`src/include/esp_pkg.sv`:
```
// Functional notes
// Memory holds 1M words of 16 bits, addressed by 20-bit word address.
// Every read returns data with any single-bit error corrected; the host has no correction and returns the selected lanes of i_dq unchanged.
// A corrected read leaves the stored array unchanged.
// Accesses happen only while the active-low chip select is low.
// A write drives write strobe low with address and data presented.
// Writes update only enabled byte lanes; upper select governs bits 15..8.
// A read drives the output gate low with the address presented.
// On reads only selected byte lanes are driven by the memory.
// Memory floats data lines when deselected or gate or selects inactive.
// Wait at least 100 microseconds after power is stable before accessing.
// Writes occur while strobe, select and a byte select are low.
// Write strobe stays high for the whole of every read cycle.
// Host never drives data lines while the memory drives them.
// Address and byte selects stay stable for the whole access.
package esp_pkg;
  localparam int unsigned ADDR_W       = 20;
  localparam int unsigned DATA_W       = 16;
  localparam int unsigned CLK_MHZ      = 100;
  localparam int unsigned POWER_US     = 100;
  localparam int unsigned POWER_CYC    = POWER_US * CLK_MHZ;
  localparam int unsigned CYCLE_NS     = 10;
  localparam int unsigned ACCESS_NS    = 20;
  localparam int unsigned ACCESS_CYC   = (ACCESS_NS + CYCLE_NS - 1) / CYCLE_NS;
  localparam int unsigned CNT_W        = 16;

  typedef enum logic [2:0] {
    ESP_WAIT_POWER = 3'h0,
    ESP_IDLE       = 3'h1,
    ESP_SETUP      = 3'h3,
    ESP_STROBE     = 3'h2,
    ESP_RELEASE    = 3'h6
  } esp_state_e;

  typedef struct packed {
    logic [ADDR_W-1:0] addr;
    logic [DATA_W-1:0] wdata;
    logic [1:0]        byte_en;
    logic              write;
  } esp_req_s;

  typedef struct packed {
    logic              chip_sel_n;
    logic              write_n;
    logic              out_gate_n;
    logic              upper_byte_sel_n;
    logic              lower_byte_sel_n;
    logic [ADDR_W-1:0] addr;
    logic [DATA_W-1:0] dq_out;
    logic              dq_oe;
  } esp_pins_s;
endpackage

```
`src/hw/esp_host.sv`:
```
module esp_host
  import esp_pkg::*;
#(
  parameter int unsigned POWER_WAIT_CYC = POWER_CYC,
  parameter int unsigned STROBE_CYC     = ACCESS_CYC
) (
  input  wire logic              i_clock,
  input  wire logic              i_rstn,
  input  wire logic              i_req_valid,
  input  wire esp_req_s          i_req,
  output logic                   o_req_ready,
  output logic                   o_rd_valid,
  output logic [DATA_W-1:0]      o_rd_data,
  output logic                   o_powered,
  output esp_pins_s              o_pins,
  input  wire logic [DATA_W-1:0] i_dq
);
  // Refuses counts that the cycle counter cannot reach.
  if (POWER_WAIT_CYC < 1 || POWER_WAIT_CYC >= (1 << CNT_W)) begin : g_bad_power
    $error("POWER_WAIT_CYC out of range");
  end
  if (STROBE_CYC < 1 || STROBE_CYC >= (1 << CNT_W)) begin : g_bad_strobe
    $error("STROBE_CYC out of range");
  end

  localparam int unsigned LANE_W = DATA_W / 2;

  typedef struct packed {
    esp_state_e        state;
    logic [CNT_W-1:0]  cnt;
    esp_pins_s         pins;
    logic              rd_valid;
    logic [DATA_W-1:0] rd_data;
  } esp_host_s;

  esp_host_s st;
  esp_host_s next_st;

  localparam esp_pins_s PINS_IDLE = '{chip_sel_n: 1'b1, write_n: 1'b1, out_gate_n: 1'b1,
                                     upper_byte_sel_n: 1'b1, lower_byte_sel_n: 1'b1,
                                     addr: '0, dq_out: '0, dq_oe: 1'b0};

  always_comb begin
    next_st = st;
    next_st.rd_valid = 1'b0;
    unique case (st.state)
      ESP_WAIT_POWER: begin
        // power-up wait.
        if (st.cnt == CNT_W'(POWER_WAIT_CYC - 1)) begin
          next_st.state = ESP_IDLE;
          next_st.cnt = '0;
        end else begin
          next_st.cnt = st.cnt + CNT_W'(1);
        end
      end
      ESP_IDLE: begin
        if (i_req_valid && i_req.byte_en != 2'h0) begin
          // hold address, selects.
          next_st.pins.addr = i_req.addr;
          next_st.pins.upper_byte_sel_n = ~i_req.byte_en[1];
          next_st.pins.lower_byte_sel_n = ~i_req.byte_en[0];
          next_st.pins.dq_out = i_req.wdata;
          // drive only writes.
          next_st.pins.dq_oe = i_req.write;
          // select for access.
          next_st.pins.chip_sel_n = 1'b0;
          // strobe high reads.
          next_st.pins.write_n = 1'b1;
          next_st.pins.out_gate_n = 1'b1;
          next_st.state = ESP_SETUP;
          next_st.cnt = '0;
        end
      end
      ESP_SETUP: begin
        if (st.pins.dq_oe) begin
          // write strobe low.
          next_st.pins.write_n = 1'b0;
        end else begin
          // read gate low.
          next_st.pins.out_gate_n = 1'b0;
        end
        next_st.state = ESP_STROBE;
      end
      ESP_STROBE: begin
        if (st.cnt == CNT_W'(STROBE_CYC - 1)) begin
          // rising strobe ends write.
          next_st.pins.write_n = 1'b1;
          next_st.pins.out_gate_n = 1'b1;
          if (!st.pins.dq_oe) begin
            // keep only selected lanes.
            next_st.rd_data = {st.pins.upper_byte_sel_n ? {LANE_W{1'b0}} : i_dq[DATA_W-1:LANE_W],
                               st.pins.lower_byte_sel_n ? {LANE_W{1'b0}} : i_dq[LANE_W-1:0]};
            next_st.rd_valid = 1'b1;
          end
          next_st.state = ESP_RELEASE;
        end else begin
          next_st.cnt = st.cnt + CNT_W'(1);
        end
      end
      ESP_RELEASE: begin
        next_st.pins = PINS_IDLE;
        next_st.pins.addr = st.pins.addr;
        next_st.state = ESP_IDLE;
        next_st.cnt = '0;
      end
      default: begin
        next_st.state = ESP_IDLE;
        next_st.pins = PINS_IDLE;
      end
    endcase
  end

  always_ff @(posedge i_clock or negedge i_rstn) begin
    if (!i_rstn) begin
      st <= '{state: ESP_WAIT_POWER, cnt: '0, pins: PINS_IDLE, rd_valid: 1'b0, rd_data: '0};
    end else begin
      st <= next_st;
    end
  end

  assign o_req_ready = (st.state == ESP_IDLE);
  assign o_rd_valid = st.rd_valid;
  assign o_rd_data = st.rd_data;
  assign o_powered = (st.state != ESP_WAIT_POWER);
  assign o_pins = st.pins;
endmodule

```
`config.mk`:
```
export PLATFORM = sky130hd
export DESIGN_NAME = esp_host
export DESIGN_NICKNAME = d
export VERILOG_FILES = /design/src/include/esp_pkg.sv /design/src/hw/esp_host.sv
export SDC_FILE = /design/constraint.sdc
export NUM_CORES = 1
export LEC_CHECK = 0
export BUFFER_PORTS_ARGS = -buffer_cell sky130_fd_sc_hd__buf_2
export CAP_MARGIN = 20
export CELL_PAD_IN_SITES_DETAIL_PLACEMENT = 1
export CELL_PAD_IN_SITES_GLOBAL_PLACEMENT = 1
export CORE_MARGIN = 4
export CORE_UTILIZATION = 30
export DETAILED_ROUTE_END_ITERATION = 10
export GPL_ROUTABILITY_DRIVEN = 0
export GPL_TIMING_DRIVEN = 0
export PLACE_DENSITY_LB_ADDON = 0.15
export SLEW_MARGIN = 30
export SYNTH_ARGS = -nofsm -noshare
export SYNTH_HDL_FRONTEND = slang
export SYNTH_SLANG_ARGS = --single-unit
```
`constraint.sdc`:
```
create_clock -name i_clock -period 5.2 [get_ports i_clock]
set_input_delay 0.26 -clock i_clock [delete_from_list [all_inputs] [get_ports i_clock]]
set_output_delay 0.26 -clock i_clock [all_outputs]
set_load 0.005 [all_outputs]
```
Word level (Yosys, flattened, before mapping) --
Cells that the tools add are included.
Word-level totals: bits in writable memories 0, memories 0, bits in read-only memories 0, latch bits 0, register bits 78, logic and storage cells 62, output and inout port bits 61
Operators by class: order comparisons 0, divide/modulo/power cells 0, add/sub/neg operators 1, multiplexer cells 18, bitwise gates (word level) 6, shifts and indexed selects 0, equal/unequal tests 12, multiply operators 0, reduce and logical (&&, ||, !) cells 13
Operators with widths (number):
- 39-bit case mux with 3 select lines | 1
- 16-bit case mux with 4 select lines | 1
- 61-bit two-way mux | 1
- 17-bit two-way mux | 3
- 16-bit two-way mux | 2
- 16-bit by 1-bit adder with 16-bit output (second input constant) | 1
- 16-bit by 1-bit equality test with 1-bit output (second input constant) | 1
- 16-bit by 14-bit equality test with 1-bit output (second input constant) | 1
- 8-bit two-way mux | 2
- 3-bit case mux with 4 select lines | 1
- 3-bit AND reduction | 4
- 2-bit inequality test (second input constant) | 5
- 2-bit case mux with 4 select lines | 1
- 4-bit AND reduction | 2
- 3-bit by 2-bit equality test with 1-bit output (second input constant) | 2
- 3-bit two-way mux | 2
- 1-bit NOT | 6
- 4-bit nonzero test | 1
- 3-bit by 1-bit equality test with 1-bit output (second input constant) | 1
- 3-bit equality test (second input constant) | 1
- 3-bit logical NOT | 1
- 3-bit nonzero test | 1
- 3-bit OR reduction | 1
- 1-bit two-way mux | 2
- 6 further kinds | 6

Longest topological paths before layout --
Gate-level depths: netlist of run 1.
word-level depth 4, mapped depth 9, gate-level depth less buffers 7

Worst setup path after synthesis of run 1 --
Ideal clock, no wire load.
path kind register to register, start point register st[60] in the netlist's numbering, end point register st (netlist bit o_rd_data[10]), buffers on the path 2, arrival 1.809 ns, path slack 3.317 ns, library setup time 0.074 ns, period minus slack after synthesis 1.883 ns, stages on the path, launching flop included 10, cell sequence dfrtp_1 -> inv_1 -> ha_1 -> or4b_4 -> nor4_4 -> and4b_1 -> buf_6 -> buf_12 -> nand3b_2 -> o21ai_2
On the way: longest elaborated chain between the ends 2
Ends and longest elaborated chain:
- from (decl) | RTL line esp_host.sv:36 | esp_host_s st;
- from (signal assigned) | RTL line esp_host.sv:115 | st <= '{state: ESP_WAIT_POWER, cnt: '0, pins: PINS_IDLE, rd_valid: 1'b0, rd_data: '0};
- from (signal assigned) | RTL line esp_host.sv:117 | st <= next_st;
- 16-bit by 1-bit equality test with 1-bit output | RTL line esp_host.sv:85 | if (st.cnt == CNT_W'(STROBE_CYC - 1)) begin
- 3-bit AND reduction (no line)
Every way passes these cells. A chain may end at the register's enable or synchronous reset.

Final worst setup path of run 1 --
start point register st[75] in the netlist's numbering, end point output port o_req_ready
On the way: longest elaborated chain between the ends 1
Ends and longest elaborated chain:
- 3-bit by 1-bit equality test with 1-bit output | RTL line esp_host.sv:121 | assign o_req_ready = (st.state == ESP_IDLE);
- to (decl) | RTL line esp_host.sv:11 | output logic o_req_ready,
Every way passes these cells.

==> flow_summary.json, run 1 <==
{
  "run_status": "complete, no violations",
  "met2_usage_pct": 20.7,
  "crit_arrival_ps": 2150,
  "power_density_mw_per_mm2": 258,
  "synth_compound_gate_area_share_pct": 12.9,
  "seq_area_mm2": 0.00196,
  "buffer_ports.inserted": 118,
  "start_util_pct": 31.0,
  "fin_crit_sh_pct": 46.3,
  "synth-edff-count": 0,
  "critPathMaxStageDelay_ps": 670,
  "netlist.top_cell.by_area": "sky130_fd_sc_hd__dfrtp_1",
  "clkSlewWorstSetupHoldPaths_ps": 60,
  "tightest_slew_ps": 779,
  "postSynth.asyncResetShare_pct": 100,
  "portion_of_synthesized_cell_area_occupied_by_the_leading_cell_type_pct": 45.9,
  "worstPathRequired_ps": 4940,
  "post_route_cells_drive_above_1_share_pct": 44.7,
  "die-area_mm2": 0.0152,
  "insertedDiodeCount": 0,
  "synthDistinctLibCells": 39,
  "use_met1_pct": 18.8,
  "ys_seq_elements": 78,
  "most_common_cell_in_the_netlist": "sky130_fd_sc_hd__dfrtp_1",
  "ys.warnings.count": 0,
  "multiInputGateArea_mm2": 0.00139,
  "grt.total_usage_pct": 13.7,
  "core.rowCount": 41,
  "synthesis.area_mm2": 0.00398,
  "clk_latency_ps": 340,
  "max-slew-margin-rel_pct": 48.0,
  "cts_buffers": 9,
  "post_cts_resized": 0,
  "timing.final.setup_violations": 0,
  "yosys.area_share.xor_xnor_pct": 2.64,
  "vias_per_cell": 4.44,
  "cts.path.max_buffers": 2,
  "routed_wire_length_per_instance_um": 14.3,
  "critPathLaunchType": "flip-flop",
  "dpl.hpwl_um": 7480,
  "layout_min_cycle_time_ps": 2410,
  "post_synth_mux_area_share_pct": 0,
  "path_common_cell": "sky130_fd_sc_hd__buf_2",
  "grt.met3_usage_pct": 3.61,
  "unrepaired_setup_endpoints_after_global_routing": "no",
  "num_vias": 3128,
  "firstDrtPassIters": 4,
  "cp_max_fo": 10,
  "final.setup_skew_ps": 5.89,
  "stdcell_area_mm2": 0.00514,
  "die-height_um": 123,
  "slowest_stage": "sky130_fd_sc_hd__nor3b_1",
  "floorplan.core_area_mm2": 0.0128,
  "initial_antenna_violation_count": 0,
  "worst_hold_path_type": "in -> reg",
  "via_count_of_the_first_global_routing_pass": 3267,
  "post-cts-setup-buffer-count": 0,
  "fraction_of_the_yosys_area_taken_by_sequential_cells_pct": 49.2,
  "avgSynthCellArea_um2": 10.0,
  "fin_setup_tns_ps": 0,
  "clock_sinks": 78,
  "grt_max_usage_layer": "met2",
  "synth_simple_gate_area_share_pct": 18.7,
  "total_power_w": 0.00133,
  "grt_start_max_net_pins": 51,
  "fraction_of_the_mapped_netlist_area_in_adder_cells_pct": 0.629,
  "detail_route.iter0.violations": 142,
  "largest_family_of_logic_cells_by_synthesized_area": "simple AND/OR/NAND/NOR gates",
  "max_freq_mhz": 415,
  "postRouteAntennaNets": 0,
  "syn-instance-count": 397,
  "root_buffer": "sky130_fd_sc_hd__clkbuf_16",
  "synth_flop_cell": "sky130_fd_sc_hd__dfrtp_1",
  "synth_nets": 457,
  "synth.top_cells.by_area": "sky130_fd_sc_hd__dfrtp_1, sky130_fd_sc_hd__buf_4, sky130_fd_sc_hd__nand2_1, sky130_fd_sc_hd__nand3b_2, sky130_fd_sc_hd__a22o_1",
  "gr-total-overflow": 0,
  "final_nets": 588,
  "die_w_um": 123,
  "stdcell_count": 705,
  "worstPathCellList": "buf_2 > nor3b_1 > clkbuf_1 > buf_2",
  "place.detailed.instances": 688,
  "report.final.slew_viol_count": 0,
  "synthTopCellsByCount": "sky130_fd_sc_hd__dfrtp_1, sky130_fd_sc_hd__buf_4, sky130_fd_sc_hd__nand2_1, sky130_fd_sc_hd__nor2_1",
  "crit_type": "reg -> out",
  "nFillCells": 1505,
  "finalHoldViolations": 0,
  "grt_first_pass_wirelength_um": 16200,
  "vdd_ir_drop_max_mv": 0.0978,
  "drv_cap": 0,
  "final_routed_wirelength_um": 10100,
  "placed_area_mm2": 0.00482,
  "static-leakage-power_nw": 2.61,
  "tritoncts_clock_tree": "yes",
  "cts_max_level": 3,
  "area_growth_pct": 29.3,
  "drc_errors": 0,
  "top_level_ports": 119,
  "timing.critical_path.to_type": "primary output"
}
[registers in the layout, summed over array words and instances (netlist names)]
register	flops
o_pins	42
o_rd_data	16
o_rd_valid	1
st	19
[critical path, delay by kind of cell (launching register included)]
family	cells	cell delay [ps]
flip-flops	1	330
buffers and inverters	3	800
AND/OR/NAND/NOR	1	670
[placed cells by master, fill, tap and decap left out, types with 12 or more instances in the layout]
| master | instances |
|---|---|
| sky130_fd_sc_hd__buf_4 | 59 |
| sky130_fd_sc_hd__nand3b_2 | 14 |
| sky130_fd_sc_hd__clkbuf_1 | 12 |
| sky130_fd_sc_hd__dfrtp_1 | 73 |
| sky130_fd_sc_hd__a21oi_1 | 12 |
| sky130_fd_sc_hd__nor2_1 | 23 |
| sky130_fd_sc_hd__buf_2 | 121 |
| sky130_fd_sc_hd__xor2_1 | 12 |
| sky130_fd_sc_hd__a22o_1 | 17 |
| sky130_fd_sc_hd__o21ai_2 | 14 |
| sky130_fd_sc_hd__o21ai_0 | 19 |
| sky130_fd_sc_hd__nand2_1 | 49 |
| sky130_fd_sc_hd__inv_1 | 19 |
[layout make-up]
class | instances | area share, %
buffer | 77 | 10.9
clock buffer | 12 | 4.79
clock inverter | 4 | 1.36
inverter | 19 | 1.39
multi-input combinational | 223 | 26.9
sequential | 78 | 38.1
tap | 172 | 4.18
timing repair buffer | 120 | 12.3
[stage by stage]
step | utilization [%] | hold WS, ps | setup WS, ps
after floorplan | - | -35.6 | 3320
after global placement | 37.3 | 465 | 3010
after detailed placement | 37.6 | 162 | 2970
after CTS | 40.1 | 128 | 2710
after global routing | 40.1 | 130 | 2570
final | 40.1 | 140 | 2790
[cells by family after synthesis]
logic type | after synthesis
AOI/OAI and AO/OA | 76
xor gates and xnor gates | 12
adders and majority gates | 2
buffers and inverters | 96
DFF | 78
and+or+nand+nor | 133
[routing by layer]
metal	vias to the layer above	part of all wire, %
met5	-	0
met4	0	1.4
met3	11	5.8
met2	76	47
met1	1505	46
li1	1536	-
[where the power goes]
part	internal [W]	switching, W	leakage, nW	total, W
clock network	0.000432	0.000247	0.157	0.000679
registers	0.000607	0	0.973	0.000607
logic	0.0000187	0.0000217	1.48	0.0000403
[worst paths after layout]
check                                 from  cells past startpoint            to  slack [ps]
worst max-delay path                st[75]                      4   o_req_ready        2790
worst min-delay path              i_req[4]                      2     o_pins[2]         140
worst max register to register      st[60]                      9  o_rd_data[2]        3050
worst min register to register  o_pins[28]                      2    o_pins[28]         480
max in group asynchronous           i_rstn                      3    o_pins[37]        4260
min in group asynchronous           i_rstn                      2        st[73]         360
[repair_timing]
item | CTS | global route
hold buffers | 1 | 0
endpoints found under the setup margin | 0 | 0
hold endpoints to repair | 25 | 0
Note: power is estimated with default switching activity, not from simulation.
==> run 2: changes to the inputs <==
- ABC_AREA: not set -> 1
- clock period: 5.2 -> 2.25 ns (I/O delays scaled with it)
==> run 2 against run 1 <==
Routed wire length up 14%; sequential share of layout area down 1.8 points; combinational power rose to 35 times the previous value; clock skew about the same; global-route usage up 1.3 points; count of clock-buffer cells in the layout up 1; clock power up 120%; critical endpoint unchanged.
==> flow_summary.json, run 2 <==
{
  "place_worst_setup_slack_ps": 537,
  "via_count_of_the_first_global_routing_pass": 3942,
  "die-height_um": 126,
  "synth_flop_cell": "sky130_fd_sc_hd__dfrtp_1",
  "unrepaired_setup_endpoints_after_global_routing": "no",
  "synth_nets": 593,
  "final_nets": 726,
  "drv_cap": 0,
  "cts_max_level": 3,
  "worst_hold_path.num_cells": 3,
  "dr_wl_met2_um": 5180,
  "largest_register_ff_count": 42,
  "setup_ws_ps": 400,
  "vdd_ir_drop_max_mv": 0.366,
  "floorplan.core_area_mm2": 0.0138,
  "finalHoldViolations": 0,
  "drc_errors": 0,
  "fin_setup_tns_ps": 0,
  "post_route_cells_drive_above_1_share_pct": 34.1,
  "final.setup_skew_ps": 5.74,
  "final_cell_mix": "sky130_fd_sc_hd__buf_2, sky130_fd_sc_hd__nand2_1, sky130_fd_sc_hd__nand3_1, sky130_fd_sc_hd__dfrtp_1, sky130_fd_sc_hd__buf_4",
  "regToRegEndpoint": "st[64]",
  "vias_per_cell": 4.41,
  "static-leakage-power_nw": 2.96,
  "synthesis.area_mm2": 0.00421,
  "met3RoutedLength_um": 601,
  "worst_case_register_to_register_setup_slack_ps": 570,
  "synth-edff-count": 0,
  "die_w_um": 126,
  "fraction_of_the_yosys_area_taken_by_sequential_cells_pct": 46.5,
  "report.final.slew_viol_count": 0,
  "cp_max_fo": 10,
  "power_density_mw_per_mm2": 886,
  "run_status": "complete, no violations",
  "met1_length_um": 5630,
  "cts-hold-fix-buffers": 3,
  "clk_latency_ps": 340,
  "initial_antenna_violation_count": 0,
  "top_level_ports": 119,
  "start_util_pct": 30.5,
  "detail_route.iter0.violations": 206,
  "timing.final.setup_violations": 0,
  "route.top_layer_used": "met4",
  "max_freq_mhz": 541,
  "finalCoreUtilization_pct": 39.0,
  "cts_buffers": 9,
  "routed_wire_length_per_instance_um": 13.6,
  "num_vias": 3752,
  "dpl.hpwl_um": 8720,
  "max-slew-margin-rel_pct": 66.8,
  "grt_first_pass_wirelength_um": 19500,
  "most_common_cell_in_the_netlist": "sky130_fd_sc_hd__nand2_1",
  "buffer_ports.inserted": 118,
  "clock_sinks": 78,
  "ys_seq_elements": 78,
  "layout_min_cycle_time_ps": 1850,
  "postRouteAntennaNets": 0,
  "core.rowCount": 43,
  "crit-reg2reg-launch": "st[60]",
  "root_buffer": "sky130_fd_sc_hd__clkbuf_16",
  "crit_type": "reg -> out",
  "grt_start_max_net_pins": 61,
  "cts.path.max_buffers": 2,
  "portion_of_synthesized_cell_area_occupied_by_the_leading_cell_type_pct": 43.4,
  "syn-instance-count": 533,
  "post-cts-setup-buffer-count": 0,
  "timing.hold.worst_endpoint": "o_pins[23]",
  "tritoncts_clock_tree": "yes",
  "netlist.top_cell.by_area": "sky130_fd_sc_hd__dfrtp_1",
  "postSynth.asyncResetShare_pct": 100,
  "crit_arrival_ps": 1740,
  "worst_hold_path_type": "in -> reg",
  "insertedDiodeCount": 0,
  "grt.total_usage_pct": 14.9,
  "synthDistinctLibCells": 29,
  "post_cts_resized": 0,
  "firstDrtPassIters": 4,
  "worst-r2r-cell-count": 10,
  "area_growth_pct": 28.1,
  "worstHoldStart": "i_req[25]",
  "critPathLaunchType": "flip-flop",
  "fin_crit_sh_pct": 82.2,
  "synth.top_cells.by_area": "sky130_fd_sc_hd__dfrtp_1, sky130_fd_sc_hd__buf_4, sky130_fd_sc_hd__nand2_1, sky130_fd_sc_hd__nand3_1, sky130_fd_sc_hd__inv_1",
  "gr-total-overflow": 0,
  "worst_hold_slack_ps": 6.99,
  "layout.cells.most_common": "sky130_fd_sc_hd__buf_2",
  "timing.critical_path.to_type": "primary output",
  "final_routed_wirelength_um": 11500,
  "synthTopCellsByCount": "sky130_fd_sc_hd__nand2_1, sky130_fd_sc_hd__nand3_1, sky130_fd_sc_hd__dfrtp_1, sky130_fd_sc_hd__buf_4, sky130_fd_sc_hd__inv_1",
  "avgSynthCellArea_um2": 7.90,
  "clkSlewWorstSetupHoldPaths_ps": 60,
  "worstPathRequired_ps": 2140,
  "ys.warnings.count": 0,
  "die-area_mm2": 0.0160,
  "tightest_slew_ps": 499
}
## run 2: per-layer routing
| layer | vias to the layer above | track usage [%] |
|---|---|---|
| met5 | - | 0 |
| met4 | 0 | 4.54 |
| met3 | 10 | 3.92 |
| met2 | 72 | 23.1 |
| met1 | 1770 | 20.5 |
| li1 | 1900 | - |
## run 2: cell families (layout without fill, tap and decap cells)
family | Yosys count | in the layout | share of synthesized area (%)
and+or+nand+nor | 254 | 254 | 26.6
buffers and inverters | 136 | 274 | 18.0
DFF | 78 | 78 | 46.5
AOI/OAI and AO/OA | 58 | 58 | 7.25
xor gates and xnor gates | 5 | 5 | 1.04
adders and majority gates | 2 | 2 | 0.594
## run 2: how the worst max path moves through the flow
stage / to / slack (ps) / start / depth (start not counted)
after global placement: o_pins[12] / 340 / i_rstn / 1
after global routing: o_req_ready / 270 / st[77] / 6
after CTS: o_req_ready / 380 / st[77] / 6
after detailed placement: st[64] / 540 / st[77] / 9
after floorplan: st[64] / 810 / st[60] / 10
final: o_req_ready / 400 / st[77] / 6
## run 2: layout make-up
type                    count  area [um^2]
plain buffers              76          533
clock buffers              13          260
clock inverters             3         42.5
fillers                  1720         8430
inverters                  60          225
multi-input cells         319         1500
flip-flops and latches     78         1960
well taps                 180          225
repair buffers            122          654
## run 2: power breakdown
part | leakage (nW) | internal (W) | switching, W
logic | 1.87 | 0.000654 | 0.000765
registers | 0.944 | 0.00167 | 0.000196
clock network | 0.146 | 0.000919 | 0.000575
total | 2.96 | 0.00324 | 0.00154
## run 2: worst max-delay path: stages (launching register included)
cell and delay, ps:
sky130_fd_sc_hd__dfrtp_1 430, sky130_fd_sc_hd__nor2_1 190, sky130_fd_sc_hd__nand2_1 140, sky130_fd_sc_hd__inv_2 120, sky130_fd_sc_hd__buf_4 190, sky130_fd_sc_hd__buf_4 200
sky130_fd_sc_hd__buf_2 130
## run 2: metrics by stage
stage / std cells / total power, W / area [um^2]
2_1_floorplan: 533 / 0.00281 / 4210
3_3_place_gp: 831 / 0.00330 / 5030
3_5_place_dp: 832 / 0.00334 / 5060
4_1_cts: 851 / 0.00487 / 5390
5_1_grt: 851 / 0.00513 / 5390
6_report: 851 / 0.00478 / 5390
==> run 3: changes to the inputs <==
- clock period: 2.25 -> 1.9 ns (I/O delays scaled with it)
==> run 3 against run 2 <==
Routed wire length is 1.8% higher; sequential power is 18% higher; non-clock buffer count is 20 higher; largest power group unchanged; clock skew hardly changed; clock power is 19% higher; first-iteration DRC count is 8.3% higher; critical path type unchanged.
==> flow_summary.json, run 3 (same netlist as run 2, synthesis figures left out) <==
{
  "run_status": "complete, no violations",
  "report.final.slew_viol_count": 0,
  "clk_latency_ps": 340,
  "stdcell_area_mm2": 0.00560,
  "final_routed_wirelength_um": 11800,
  "clkSlewWorstSetupHoldPaths_ps": 60,
  "timing.hold.worst_endpoint": "o_pins[30]",
  "tightest_slew_ps": 499,
  "power_density_mw_per_mm2": 1020,
  "vdd_ir_drop_max_mv": 0.434,
  "grt_first_pass_wirelength_um": 19900,
  "routed_wire_length_per_instance_um": 13.5,
  "start_util_pct": 30.5,
  "vias_per_cell": 4.44,
  "grt_start_max_net_pins": 61,
  "final.setup_skew_ps": 5.37,
  "grt.total_usage_pct": 15.2,
  "clock_sinks": 78,
  "timing.final.setup_violations": 0,
  "gr-total-overflow": 0,
  "layout.cells.most_common": "sky130_fd_sc_hd__buf_2",
  "worstPathRequired_ps": 1800,
  "stdcell_count": 871,
  "initial_antenna_violation_count": 0,
  "drv_cap": 0,
  "crit-reg2reg-launch": "st[77]",
  "cts_buffers": 9,
  "final_cell_mix": "sky130_fd_sc_hd__buf_2, sky130_fd_sc_hd__nand2_1, sky130_fd_sc_hd__nand3_1, sky130_fd_sc_hd__dfrtp_1, sky130_fd_sc_hd__buf_4",
  "cp_max_fo": 10,
  "core.rowCount": 43,
  "root_buffer": "sky130_fd_sc_hd__clkbuf_16",
  "total_power_w": 0.00569,
  "layout_min_cycle_time_ps": 1750,
  "place.detailed.instances": 832,
  "fin_crit_sh_pct": 92.3,
  "fin_setup_tns_ps": 0,
  "worst-r2r-cell-count": 9,
  "floorplan.core_area_mm2": 0.0138,
  "timing.critical_path.to_type": "primary output",
  "via_count_of_the_first_global_routing_pass": 4042,
  "insertedDiodeCount": 0,
  "dpl.hpwl_um": 8720,
  "firstDrtPassIters": 4,
  "area_growth_pct": 32.9,
  "worst_case_register_to_register_setup_slack_ps": 210,
  "drc_errors": 0,
  "unrepaired_setup_endpoints_after_global_routing": "no",
  "worst_hold_path_type": "in -> reg",
  "top_level_ports": 119,
  "die-height_um": 126,
  "die_w_um": 126,
  "crit_arrival_ps": 1660,
  "static-leakage-power_nw": 3.05,
  "max-slew-margin-rel_pct": 66.7,
  "setup.worst_path.start": "st[77]",
  "tritoncts_clock_tree": "yes",
  "cts_max_level": 3,
  "post_route_cells_drive_above_1_share_pct": 33.6,
  "die-area_mm2": 0.0160,
  "cts.path.max_buffers": 2,
  "regToRegEndpoint": "st[64]",
  "crit_type": "reg -> out",
  "critPathLaunchType": "flip-flop",
  "buffer_ports.inserted": 118,
  "num_vias": 3864,
  "final_nets": 746,
  "detail_route.iter0.violations": 223,
  "max_freq_mhz": 570,
  "worst_hold_path.num_cells": 3,
  "largest_register_ff_count": 42,
  "postRouteAntennaNets": 0,
  "placed_area_mm2": 0.00506,
  "worstHoldStart": "i_req[32]",
  "finalHoldViolations": 0
}
-- run 3: cell types whose count changed in the layout (fill, tap and decap cells not counted), sizes merged --
cell and change:
dlygate4sd3 +18, buf +2
-- run 3: worst max-delay path, cell delays in order (launching register included) --
cell                      delay (ps)
sky130_fd_sc_hd__dfrtp_1         440
sky130_fd_sc_hd__nor2_2          170
sky130_fd_sc_hd__nand2_1         120
sky130_fd_sc_hd__inv_2           120
sky130_fd_sc_hd__buf_4           190
sky130_fd_sc_hd__buf_6           160
sky130_fd_sc_hd__buf_2           120
-- run 3: per-stage QoR --
step	hold WS [ps]	util, %	worst slack, ps
after global placement	280	36.4	10.8
after CTS	0.0412	40.3	48.9
after detailed placement	-48.8	36.6	187
final	4.31	40.5	146
after floorplan	-201	-	461
after global routing	7.17	40.5	2.67
-- run 3: area by class of cell --
type	count	area [um^2]
plain buffers	76	537
clock buffers	13	260
clock inverters	3	42.5
fillers	1713	8230
inverters	60	225
multi-input cells	319	1500
flip-flops and latches	78	1960
well taps	180	225
repair buffers	142	850
-- run 3: per-layer routing --
metal,wire [um],track usage [%],vias up
met1,5660,20.7,1836
met3,577,3.92,12
met2,5340,23.8,73
li1,-,-,1943
met5,0,0,-
met4,175,4.73,0
-- run 3: worst max-delay path by stage --
stage                  endpoint  slack (ps)
floorplan                st[64]         460
global placement     o_pins[12]          10
detailed placement       st[64]         190
CTS                 o_req_ready          50
global route             st[64]           3
finish              o_req_ready         150
-- run 3: where the power goes --
part / switching (W) / internal, W
clock network: 0.000677 / 0.00109
registers: 0.000232 / 0.00198
logic: 0.000914 / 0.000803
-- run 3: repair_timing --
action | 4_1_cts | 5_1_grt
buffers inserted | 0 | 2
gates resized for setup | 0 | 2
hold buffers | 21 | 0
endpoints found under the setup margin | 0 | 3
hold endpoints to repair | 93 | 0
